$ cat src/hw/dsr_pkg.sv
// Constants shared by the idle-mode, reference scaling and monitor logic.
// Assumes a 25 MHz system clock and an APB master with 32-bit data.
package dsr_pkg;
	localparam int unsigned CLK_PERIOD_NS  = 40;
	localparam int unsigned TICK_PERIOD_NS = 1_000_000;
	localparam int unsigned TICK_CYCLES    = TICK_PERIOD_NS / CLK_PERIOD_NS;
	// Speeds are held in 0.1 Hz steps
	localparam int unsigned UNITS_PER_HZ   = 10;
	localparam int unsigned WAKE_MARGIN_HZ = 2;
	localparam logic [15:0] WAKE_MARGIN    =
		16'(WAKE_MARGIN_HZ * UNITS_PER_HZ);
	localparam logic [11:0] CODE_FULL      = 12'hfff;
	// 4 mA of 20 mA and 2 V of 10 V are both a fifth of full scale
	localparam logic [11:0] CODE_LIVE_ZERO = 12'h333;
	localparam logic [22:0] PERCENT_SCALE  = 23'h000064;

	localparam logic [7:0] OFS_DOZE_LIMIT  = 8'h00;
	localparam logic [7:0] OFS_DOZE_HOLD   = 8'h04;
	localparam logic [7:0] OFS_WAKE_BAND   = 8'h08;
	localparam logic [7:0] OFS_LOOP        = 8'h0c;
	localparam logic [7:0] OFS_REF_LOW     = 8'h10;
	localparam logic [7:0] OFS_REF_HIGH    = 8'h14;
	localparam logic [7:0] OFS_SMOOTH      = 8'h18;
	localparam logic [7:0] OFS_PRESET_ONE  = 8'h1c;
	localparam logic [7:0] OFS_FMON        = 8'h20;
	localparam logic [7:0] OFS_LMON        = 8'h24;
	localparam logic [7:0] OFS_LOAD_SCALE  = 8'h28;
	localparam logic [7:0] OFS_AUX         = 8'h2c;
	localparam logic [7:0] OFS_STATUS      = 8'h30;
	localparam logic [7:0] OFS_REF_FREQ    = 8'h34;
	localparam logic [7:0] OFS_MON_CODES   = 8'h38;

	// Field positions of the loop, aux and monitor registers
	localparam int unsigned POS_REVERSE    = 16;
	localparam int unsigned POS_CTRL_SRC   = 4;
	localparam int unsigned POS_RELAY_DOZE = 8;
	localparam int unsigned POS_RANGE      = 16;

	localparam logic [15:0] RST_DOZE_HOLD  = 16'h0000;
	localparam logic [15:0] RST_REF_HIGH   = 16'h0258;
	localparam logic [15:0] RST_FULL_SCALE = 16'h0258;
	localparam logic [15:0] RST_LOAD_FS    = 16'h00c8;
	localparam logic [15:0] RST_LOAD_SCALE = 16'h0064;

	typedef enum logic [2:0] {
		DSR_AUX_NONE     = 3'h0,
		DSR_AUX_VOLT_REF = 3'h1,
		DSR_AUX_CURR_REF = 3'h2,
		DSR_AUX_PRESET   = 3'h3,
		DSR_AUX_LOCAL    = 3'h4,
		DSR_AUX_DECREASE = 3'h5
	} dsr_aux_type;

	typedef enum logic [1:0] {
		DSR_SRC_LOCAL  = 2'h0,
		DSR_SRC_REMOTE = 2'h1,
		DSR_SRC_BOTH   = 2'h2
	} dsr_src_type;

	typedef enum logic [1:0] {
		DSR_RANGE_OFF  = 2'h0,
		DSR_RANGE_FULL = 2'h1,
		DSR_RANGE_LIVE = 2'h2
	} dsr_range_type;
endpackage

$ cat src/hw/dsr_core.sv
// Idle mode, analog reference scaling, monitor outputs and aux input.
// Assumes ADC codes, speeds and load come from logic on sys_clk;
// only the aux contact is asynchronous.
//
// The address map and the APB register port were left to the implementer.
module dsr_core #(
	parameter int unsigned TICK_CYCLES = dsr_pkg::TICK_CYCLES
) (
	input  wire logic        sys_clk,
	input  wire logic        reset_n,
	input  wire logic        psel,
	input  wire logic        penable,
	input  wire logic        pwrite,
	input  wire logic [7:0]  paddr,
	input  wire logic [31:0] pwdata,
	output logic             pready,
	output logic [31:0]      prdata,
	output logic             pslverr,
	input  wire logic [15:0] cmd_speed,
	input  wire logic        run_active,
	input  wire logic        start_cmd,
	input  wire logic [15:0] feedback,
	input  wire logic [11:0] voltage_ref_input,
	input  wire logic [11:0] current_ref_input,
	input  wire logic [15:0] output_freq,
	input  wire logic [15:0] drive_load,
	input  wire logic        aux_contact_a,
	output logic             doze_active,
	output logic             doze_display,
	output logic             doze_relay,
	output logic [15:0]      speed_target,
	output logic [15:0]      ref_freq,
	output logic [1:0]       ref_source,
	output logic             local_mode,
	output logic             terminal_cmd_enable,
	output logic             setpoint_decrease,
	output logic [11:0]      freq_analog_output,
	output logic [11:0]      load_analog_output
);
	import dsr_pkg::*;

	typedef enum logic [1:0] {
		DSR_AWAKE = 2'b01,
		DSR_DOZE  = 2'b10
	} dsr_doze_type;

	typedef enum logic [2:0] {
		DSR_MON_LOAD  = 3'b001,
		DSR_MON_DIV   = 3'b010,
		DSR_MON_STORE = 3'b100
	} dsr_mon_type;

	typedef struct packed {
		logic          pready;
		logic          pslverr;
		logic [31:0]   prdata;
		logic [15:0]   doze_speed_limit;
		logic [15:0]   doze_hold_time;
		logic [15:0]   wake_feedback_band;
		logic [15:0]   setpoint;
		logic          reverse_acting;
		logic [15:0]   ref_low_point_freq;
		logic [15:0]   ref_high_point_freq;
		logic [2:0]    analog_input_smoothing;
		logic [15:0]   preset_speed_one;
		logic [1:0]    freq_monitor_range;
		logic [15:0]   freq_monitor_full_scale;
		logic [1:0]    load_monitor_range;
		logic [15:0]   load_monitor_full_scale;
		logic [15:0]   load_scale_factor;
		logic [2:0]    aux_input_a_function;
		logic [1:0]    ctrl_source;
		logic          relay_doze_sel;
		logic [2:0]    aux_sync;
		logic          aux_level;
		logic [23:0]   tick_cnt;
		logic          tick;
		dsr_doze_type  doze;
		logic [15:0]   remain;
		logic          doze_display;
		logic          doze_relay;
		logic [15:0]   speed_target;
		logic [19:0]   filt_v;
		logic [19:0]   filt_c;
		logic [15:0]   ref_freq;
		logic [1:0]    ref_source;
		logic          local_mode;
		logic          terminal_cmd_enable;
		logic          setpoint_decrease;
		dsr_mon_type   mon;
		logic          mon_chan;
		logic          mon_sat;
		logic [47:0]   rem;
		logic [47:0]   den;
		logic [11:0]   quot;
		logic [3:0]    bit_idx;
		logic [11:0]   fmon_code;
		logic [11:0]   lmon_code;
	} dsr_state_type;

	dsr_state_type state;
	dsr_state_type next_state;

	logic        below;
	logic        speed_wake;
	logic        band_wake;
	logic        bus_write;
	logic [31:0] rd_word;
	logic        rd_hit;
	logic [11:0] norm_v;
	logic [11:0] norm_c;
	logic [12:0] cur_lift;
	logic [13:0] cur_wide;
	logic [11:0] norm_sel;
	logic signed [16:0] span;
	logic signed [30:0] span_prod;
	logic [15:0] scaled;
	logic [31:0] load_scaled;
	logic [47:0] trial;
	logic [23:0] live_prod;
	logic [11:0] range_code;
	logic [1:0]  range_sel;
	logic signed [20:0] diff_v;
	logic signed [20:0] diff_c;

	always_comb begin
		// Comparisons in the same 0.1 Hz units as the command
		below      = cmd_speed < state.doze_speed_limit;
		speed_wake = {1'b0, cmd_speed} >=
			({1'b0, state.doze_speed_limit} + {1'b0, WAKE_MARGIN});
		if (state.wake_feedback_band == 16'h0000) begin
			band_wake = 1'b0;
		end else if (state.reverse_acting) begin
			band_wake = {1'b0, feedback} >
				({1'b0, state.setpoint} + {1'b0, state.wake_feedback_band});
		end else begin
			band_wake = ({1'b0, feedback} + {1'b0, state.wake_feedback_band}) <
				{1'b0, state.setpoint};
		end
	end

	always_comb begin
		rd_hit  = 1'b1;
		rd_word = 32'h0000_0000;
		case (paddr)
			OFS_DOZE_LIMIT: rd_word[15:0] = state.doze_speed_limit;
			OFS_DOZE_HOLD:  rd_word[15:0] = state.doze_hold_time;
			OFS_WAKE_BAND:  rd_word[15:0] = state.wake_feedback_band;
			OFS_LOOP: begin
				rd_word[15:0]       = state.setpoint;
				rd_word[POS_REVERSE] = state.reverse_acting;
			end
			OFS_REF_LOW:    rd_word[15:0] = state.ref_low_point_freq;
			OFS_REF_HIGH:   rd_word[15:0] = state.ref_high_point_freq;
			OFS_SMOOTH:     rd_word[2:0]  = state.analog_input_smoothing;
			OFS_PRESET_ONE: rd_word[15:0] = state.preset_speed_one;
			OFS_FMON: begin
				rd_word[15:0] = state.freq_monitor_full_scale;
				rd_word[POS_RANGE +: 2] = state.freq_monitor_range;
			end
			OFS_LMON: begin
				rd_word[15:0] = state.load_monitor_full_scale;
				rd_word[POS_RANGE +: 2] = state.load_monitor_range;
			end
			OFS_LOAD_SCALE: rd_word[15:0] = state.load_scale_factor;
			OFS_AUX: begin
				rd_word[2:0] = state.aux_input_a_function;
				rd_word[POS_CTRL_SRC +: 2] = state.ctrl_source;
				rd_word[POS_RELAY_DOZE] = state.relay_doze_sel;
			end
			OFS_STATUS: rd_word[5:0] = {state.ref_source, state.aux_level,
				state.local_mode, state.doze_display,
				state.doze == DSR_DOZE};
			OFS_REF_FREQ:   rd_word[15:0] = state.ref_freq;
			OFS_MON_CODES:  rd_word[27:0] = {state.lmon_code, 4'h0,
				state.fmon_code};
			default:        rd_hit = 1'b0;
		endcase
	end

	always_comb begin
		// Current input: lift the 4 mA live zero and stretch by 5/4
		norm_v   = state.filt_v[19:8];
		cur_lift = (state.filt_c[19:8] > CODE_LIVE_ZERO) ?
			{1'b0, state.filt_c[19:8] - CODE_LIVE_ZERO} : 13'h0000;
		cur_wide = {1'b0, cur_lift} + {3'h0, cur_lift[12:2]};
		norm_c   = (cur_wide > {2'h0, CODE_FULL}) ? CODE_FULL :
			cur_wide[11:0];
		norm_sel = (state.aux_level &&
			state.aux_input_a_function == DSR_AUX_CURR_REF) ? norm_c : norm_v;
		// Signed span makes the inverse mapping fall out naturally
		span      = $signed({1'b0, state.ref_high_point_freq}) -
			$signed({1'b0, state.ref_low_point_freq});
		span_prod = 31'(span * $signed({1'b0, norm_sel}));
		if (norm_sel == CODE_FULL) begin
			scaled = state.ref_high_point_freq;
		end else begin
			scaled = 16'($signed({1'b0, state.ref_low_point_freq}) +
				(span_prod >>> 12));
		end
		diff_v = $signed({1'b0, voltage_ref_input, 8'h00}) -
			$signed({1'b0, state.filt_v});
		diff_c = $signed({1'b0, current_ref_input, 8'h00}) -
			$signed({1'b0, state.filt_c});
	end

	always_comb begin
		load_scaled = drive_load * state.load_scale_factor;
		trial       = state.den << state.bit_idx;
		range_sel   = state.mon_chan ? state.load_monitor_range :
			state.freq_monitor_range;
		live_prod   = state.quot * (CODE_FULL - CODE_LIVE_ZERO);
		case (range_sel)
			DSR_RANGE_FULL: range_code = state.quot;
			DSR_RANGE_LIVE: range_code = CODE_LIVE_ZERO +
				live_prod[23:12];
			default:        range_code = 12'h000;
		endcase
	end

	always_comb begin
		next_state = state;
		bus_write  = psel && penable && pwrite && state.pready;

		// Zero wait state slave: answer in the access cycle
		next_state.pready = psel && !penable;
		if (psel && !penable) begin
			next_state.pslverr = !rd_hit;
			next_state.prdata  = pwrite ? 32'h0000_0000 : rd_word;
		end
		if (bus_write) begin
			case (paddr)
				OFS_DOZE_LIMIT: next_state.doze_speed_limit = pwdata[15:0];
				OFS_DOZE_HOLD:  next_state.doze_hold_time = pwdata[15:0];
				OFS_WAKE_BAND:  next_state.wake_feedback_band = pwdata[15:0];
				OFS_LOOP: begin
					next_state.setpoint       = pwdata[15:0];
					next_state.reverse_acting = pwdata[POS_REVERSE];
				end
				OFS_REF_LOW:    next_state.ref_low_point_freq = pwdata[15:0];
				OFS_REF_HIGH:   next_state.ref_high_point_freq = pwdata[15:0];
				OFS_SMOOTH:     next_state.analog_input_smoothing = pwdata[2:0];
				OFS_PRESET_ONE: next_state.preset_speed_one = pwdata[15:0];
				OFS_FMON: begin
					next_state.freq_monitor_full_scale = pwdata[15:0];
					next_state.freq_monitor_range = pwdata[POS_RANGE +: 2];
				end
				OFS_LMON: begin
					next_state.load_monitor_full_scale = pwdata[15:0];
					next_state.load_monitor_range = pwdata[POS_RANGE +: 2];
				end
				OFS_LOAD_SCALE: next_state.load_scale_factor = pwdata[15:0];
				OFS_AUX: begin
					next_state.aux_input_a_function = pwdata[2:0];
					next_state.ctrl_source = pwdata[POS_CTRL_SRC +: 2];
					next_state.relay_doze_sel = pwdata[POS_RELAY_DOZE];
				end
				default: ;
			endcase
		end

		// Contact level accepted only once the last two stages agree
		next_state.aux_sync = {state.aux_sync[1:0], aux_contact_a};
		if (state.aux_sync[1] == state.aux_sync[2]) begin
			next_state.aux_level = state.aux_sync[2];
		end

		next_state.tick = 1'b0;
		if (state.tick_cnt >= 24'(TICK_CYCLES - 1)) begin
			next_state.tick_cnt = 24'h000000;
			next_state.tick     = 1'b1;
		end else begin
			next_state.tick_cnt = state.tick_cnt + 24'h000001;
		end

		case (state.doze)
			DSR_AWAKE: begin
				if (!below || !run_active) begin
					next_state.remain = state.doze_hold_time;
				end else if (state.tick) begin
					if (state.remain == 16'h0000) begin
						next_state.doze = DSR_DOZE;
					end else begin
						next_state.remain = state.remain - 16'h0001;
					end
				end
				if (start_cmd && !run_active && below) begin
					next_state.doze = DSR_DOZE;
				end
			end
			DSR_DOZE: begin
				if (!run_active || speed_wake || band_wake) begin
					next_state.doze   = DSR_AWAKE;
					next_state.remain = state.doze_hold_time;
				end
			end
			default: next_state.doze = DSR_AWAKE;
		endcase
		next_state.doze_display = state.doze == DSR_DOZE;
		next_state.doze_relay   = state.relay_doze_sel &&
			state.doze == DSR_DOZE;
		// Motor held at zero while idle; ramp is outside this block
		next_state.speed_target = (state.doze == DSR_DOZE) ?
			16'h0000 : cmd_speed;

		// First-order smoothing, heavier for larger settings
		if (state.tick) begin
			next_state.filt_v = 20'($signed({1'b0, state.filt_v}) +
				(diff_v >>> state.analog_input_smoothing));
			next_state.filt_c = 20'($signed({1'b0, state.filt_c}) +
				(diff_c >>> state.analog_input_smoothing));
		end

		next_state.ref_source = 2'(DSR_AUX_VOLT_REF);
		next_state.ref_freq   = scaled;
		if (state.aux_level) begin
			case (state.aux_input_a_function)
				DSR_AUX_CURR_REF: next_state.ref_source =
					2'(DSR_AUX_CURR_REF);
				DSR_AUX_PRESET: begin
					next_state.ref_source = 2'(DSR_AUX_PRESET);
					next_state.ref_freq   = state.preset_speed_one;
				end
				default: ;
			endcase
		end

		case (state.ctrl_source)
			DSR_SRC_LOCAL:  next_state.local_mode = 1'b1;
			DSR_SRC_BOTH:   next_state.local_mode = state.aux_level &&
				state.aux_input_a_function == DSR_AUX_LOCAL;
			default:        next_state.local_mode = 1'b0;
		endcase
		next_state.terminal_cmd_enable = !next_state.local_mode;
		next_state.setpoint_decrease = state.aux_level &&
			state.aux_input_a_function == DSR_AUX_DECREASE;

		// One shared divider serves both monitors in turn
		case (state.mon)
			DSR_MON_LOAD: begin
				next_state.quot    = 12'h000;
				next_state.bit_idx = 4'hb;
				if (!state.mon_chan) begin
					next_state.rem = 48'(output_freq) * 48'(CODE_FULL);
					next_state.den = {32'h0, state.freq_monitor_full_scale};
					next_state.mon_sat = output_freq >=
						state.freq_monitor_full_scale;
				end else begin
					next_state.rem = 48'(load_scaled) * 48'(CODE_FULL);
					next_state.den = 48'(state.load_monitor_full_scale *
						PERCENT_SCALE);
					next_state.mon_sat = 48'(load_scaled) >=
						48'(state.load_monitor_full_scale *
						PERCENT_SCALE);
				end
				next_state.mon = DSR_MON_DIV;
			end
			DSR_MON_DIV: begin
				if (state.rem >= trial) begin
					next_state.rem  = state.rem - trial;
					next_state.quot[state.bit_idx] = 1'b1;
				end
				if (state.bit_idx == 4'h0) begin
					next_state.mon = DSR_MON_STORE;
				end else begin
					next_state.bit_idx = state.bit_idx - 4'h1;
				end
			end
			DSR_MON_STORE: begin
				if (state.mon_sat) begin
					next_state.quot = CODE_FULL;
				end
				next_state.mon = DSR_MON_DIV;
				if (!state.mon_sat) begin
					if (state.mon_chan) begin
						next_state.lmon_code = range_code;
					end else begin
						next_state.fmon_code = range_code;
					end
					next_state.mon_chan = !state.mon_chan;
					next_state.mon      = DSR_MON_LOAD;
				end else begin
					next_state.mon_sat = 1'b0;
					next_state.bit_idx = 4'h0;
					next_state.rem     = 48'h0;
				end
			end
			default: next_state.mon = DSR_MON_LOAD;
		endcase
	end

	always_ff @(posedge sys_clk or negedge reset_n) begin
		if (!reset_n) begin
			state <= '0;
			state.doze_hold_time <= RST_DOZE_HOLD;
			state.remain <= RST_DOZE_HOLD;
			state.ref_high_point_freq <= RST_REF_HIGH;
			state.freq_monitor_full_scale <= RST_FULL_SCALE;
			state.load_monitor_full_scale <= RST_LOAD_FS;
			state.load_scale_factor <= RST_LOAD_SCALE;
			state.ctrl_source <= DSR_SRC_REMOTE;
			state.terminal_cmd_enable <= 1'b1;
			state.doze <= DSR_AWAKE;
			state.mon <= DSR_MON_LOAD;
		end else begin
			state <= next_state;
		end
	end

	assign pready              = state.pready;
	assign prdata              = state.prdata;
	assign pslverr             = state.pslverr;
	// One-hot idle bit, so the output is a flop and not a compare
	assign doze_active         = state.doze[1];
	assign doze_display        = state.doze_display;
	assign doze_relay          = state.doze_relay;
	assign speed_target        = state.speed_target;
	assign ref_freq            = state.ref_freq;
	assign ref_source          = state.ref_source;
	assign local_mode          = state.local_mode;
	assign terminal_cmd_enable = state.terminal_cmd_enable;
	assign setpoint_decrease   = state.setpoint_decrease;
	assign freq_analog_output  = state.fmon_code;
	assign load_analog_output  = state.lmon_code;
endmodule

$ cat config.mk
export PLATFORM = sky130hd
export DESIGN_NAME = dsr_core
export DESIGN_NICKNAME = d
export VERILOG_FILES = /design/src/hw/dsr_pkg.sv /design/src/hw/dsr_core.sv
export SDC_FILE = /design/constraint.sdc
export NUM_CORES = 2
export LEC_CHECK = 0
export BUFFER_PORTS_ARGS = -buffer_cell sky130_fd_sc_hd__buf_2
export CAP_MARGIN = 20
export CELL_PAD_IN_SITES_DETAIL_PLACEMENT = 0
export CELL_PAD_IN_SITES_GLOBAL_PLACEMENT = 1
export CORE_ASPECT_RATIO = 0.9
export CORE_MARGIN = 1.5
export CORE_UTILIZATION = 55
export DETAILED_ROUTE_END_ITERATION = 10
export GPL_TIMING_DRIVEN = 0
export PLACE_DENSITY_LB_ADDON = 0.3
export SLEW_MARGIN = 20
export SYNTH_ARGS = -nofsm -noshare
export SYNTH_HDL_FRONTEND = slang
export SYNTH_SLANG_ARGS = --single-unit
$ cat constraint.sdc
create_clock -name sys_clk -period 21.9 [get_ports sys_clk]
set_input_delay 1.095 -clock sys_clk [delete_from_list [all_inputs] [get_ports sys_clk]]
set_output_delay 1.095 -clock sys_clk [all_outputs]
set_load 0.05 [all_outputs]
==> results.toml <==
[die]
core_area_sq_um = 115000
start_util_pct = 55.7
dieArea_sq_um = 119000
fp-row-count = 118
io_pins = 234
dieHeight_um = 327
die_w_um = 363

[detailed_routing]
top_layer = "met5"
totalWireLength_um = 199000
wire_per_inst_um = 22.1
vias = 52500
first_pass_iters = 6
first_iter_violations = 5045
postRouteAntennaNets = 0
wl_met3_um = 20900
wl_met2_um = 81800
remaining_drc_errors = 0
m1WireLength_um = 89700
vias_per_cell = 5.86

[worst_setup_path]
cp_slowest_cell = "dfstp_2"
path_max_fanout = 10
r2r_end = "state[129]$_DFFE_PN0P_"
reg2reg_slack_ns = 9.02
start_kind = "flop"
end_kind = "flop"
cp_common_cell = "fa_1"
reg2reg_depth = 44
critPathRequiredTime_ns = 22.40
crit_arrival_ns = 13.38
slowest_delay_ns = 0.74
r2r-start = "state[275]$_DFFE_PN1P_"
worstSetupPathType = "flop to flop"

[synth]
dominantRegCellSynth = "dfrtp_1"
synth.distinct_cells = 115
syn_avg_cell_area_sq_um = 9.09
synth_area_leaders = "fa_1, dfrtp_1, ha_1"
yosysTopAreaCellShare_pct = 22.7
yosysMostFrequentCell = "inv_1"
synth_area_sq_um = 64300
synth_edf_count = 0
ys_seq_area_share_pct = 17.4
synthTopCellsByCount = "inv_1, fa_1, ha_1, nand2_1, nor2_1"
ys_ff_latch = 446
synth_warnings = 0
synthArstFlopShare_pct = 100
synth_top_area_cell = "fa_1"
synthCells = 7075

[power_and_ir_drop]
vdd_drop_max_mv = 0.162
p_leak_nw = 35.2
power.density_nw_per_um2 = 106

[global_routing]
grt_overflow = 0
grt_pass1_vias = 52200
antenna_found_initial = 28
grt_max_degree = 99
grt_first_pass_wirelength_um = 308000
track_usage_pct = 33.8

[layout]
drive_above_1_share_pct = 10.1
utilization_pct = 60.1
area_delta_synth_final_pct = 8.00
nets = 8927
fillCellCount = 10300
multi_input_area_sq_um = 47500
seq_area_sq_um = 11200

[clock_network]
cts_tree = "yes"
clk_latency_ns = 0.67
clkTransAtPathRegs_ns = 0.06
clk_path_buf_depth = 3
numCtsBuffers = 52
postCtsHoldBufs = 0
cts_setup_buffers = 0
htreeDepth = 2
root_buffer = "clkbuf_16"
cts.sinks = 446
ctsResizeCount = 0

[flow_run]
drv_cap = 0

[sta]
final-max-slew-violation-count = 0
slew_headroom_pct = 22.4
worstMarginPinSlew_ns = 1.16
finalSetupViolations = 0
finalHoldViolCount = 0
finalHoldWorstSlack_ns = 0.282
post-route-min-period_ns = 12.88
rsz0062_at_grt = "false"
post-route-period-util_pct = 58.8
max_clock_freq_ghz = 0.0776
tns_ns = 0
fin_worst_skew_ns = 0.0502

[min_path]
min-delay-path-class = "input pin to asynchronous set/reset pin"

[outcome]
status = "complete, no violations"

[place]
hpwlAfterDp_um = 165000
portBuffers = 204
place_congestion = 0.997
[metrics by stage]
| step | setup slack, ns | power (W) | instance area (sq um) | std cells |
|---|---|---|---|---|
| after global placement | 8.48 | 0.00624 | 67300 | 8851 |
| after CTS | 8.98 | 0.00732 | 69400 | 8956 |
| final | 9.02 | 0.00737 | 69400 | 8973 |
| after global routing | 8.27 | 0.00803 | 69400 | 8963 |
| after floorplan | 9.96 | 0.00505 | 64300 | 7087 |
| after detailed placement | 8.46 | 0.00633 | 67500 | 8858 |
[worst max-delay path: cells and delay by family (launching register included)]
family,cells,cell delay [ns]
buffers and inverters,9,0.93
and+or+nand+nor,10,1.66
adders and majority gates,13,6.51
AOI/OAI and AO/OA,11,2.46
DFF,1,0.74
xor gates and xnor gates,1,0.42
[state kept, by name, summed over array words and instances, names as in the netlist]
| register | flops |
|---|---|
| state | 338 |
| norm_v | 12 |
| doze_active | 1 |
| doze_display | 1 |
| ref_source | 2 |
| terminal_cmd_enable | 1 |
| next_state | 2 |
| load_analog_output | 12 |
| doze_relay | 1 |
| speed_target | 16 |
| pslverr | 1 |
| ref_freq | 16 |
| local_mode | 1 |
| setpoint_decrease | 1 |
| freq_analog_output | 12 |
| pready | 1 |
| prdata | 28 |
[power by group]
part | internal [W] | total (W) | switching (W)
Sequential | 0.000967 | 0.00111 | 0.000141
Clock | 0.000546 | 0.000957 | 0.000411
Combinational | 0.00214 | 0.00530 | 0.00316
[metal layers]
| layer | vias up | global-route usage, % |
|---|---|---|
| met5 | - | 0 |
| met4 | 20 | 8.87 |
| met3 | 323 | 9.00 |
| met2 | 2175 | 48.6 |
| met1 | 25900 | 50.1 |
| li1 | 24100 | - |
[cell type report]
class / instances / area share (%)
multi-input combinational: 5237 / 68.4
sequential: 446 / 16.1
antenna: 16 / 0.0577
clock buffer: 71 / 2.15
inverter: 1083 / 5.86
timing repair buffer: 212 / 1.72
buffer: 321 / 2.35
clock inverter: 27 / 0.546
tap: 1560 / 2.81
[worst max-delay path by stage]
stage	depth (start not counted)	start	slack, ns	end
after floorplan	44	drive_load[10]	9.96	state[129]$_DFFE_PN0P_
after global placement	45	drive_load[8]	8.48	state[129]$_DFFE_PN0P_
after detailed placement	45	drive_load[6]	8.46	state[129]$_DFFE_PN0P_
after CTS	44	state[275]$_DFFE_PN1P_	8.98	state[129]$_DFFE_PN0P_
after global routing	44	state[275]$_DFFE_PN1P_	8.27	state[129]$_DFFE_PN0P_
final	44	state[275]$_DFFE_PN1P_	9.02	state[129]$_DFFE_PN0P_
[logic make-up after synthesis]
logic type                 after synthesis  share of synthesized area (%)
xor gates and xnor gates               340                           4.64
AOI/OAI and AO/OA                     1330                           13.6
muxes                                  352                           6.21
adders and majority gates             1440                           36.5
buffers and inverters                 1404                           8.86
other                                    1                        0.00583
DFF                                    446                           17.4
and+or+nand+nor                       1762                           12.8
[cells in the final DEF, fill, tap and decap left out, types with 18 or more instances in the layout]
| cell type | count |
|---|---|
| inv_1 | 1076 |
| fa_1 | 728 |
| ha_1 | 710 |
| nand2_1 | 651 |
| nor2_1 | 435 |
| dfrtp_1 | 428 |
| a21oi_1 | 354 |
| o21ai_0 | 298 |
| xnor2_1 | 233 |
| mux2_2 | 217 |
| buf_2 | 211 |
| clkbuf_1 | 201 |
| and2_1 | 146 |
| mux2i_1 | 118 |
| a21o_1 | 113 |
| xor2_1 | 106 |
| buf_4 | 100 |
| nor3_1 | 97 |
| nand3_1 | 89 |
| nor2b_1 | 69 |
| o21a_1 | 65 |
| nand2b_1 | 65 |
| clkbuf_16 | 52 |
| a31oi_1 | 51 |
| a22oi_1 | 46 |
| o21bai_1 | 44 |
| or3_1 | 44 |
| and3_1 | 36 |
| o211ai_1 | 35 |
| nand4_1 | 34 |
| a221oi_1 | 34 |
| a211oi_1 | 32 |
| a22o_1 | 29 |
| or2_2 | 21 |
| o31ai_1 | 21 |
| a222oi_1 | 19 |
| nor4_1 | 18 |
| dfstp_2 | 18 |
No activity file was read; power rests on OpenSTA's default activity.
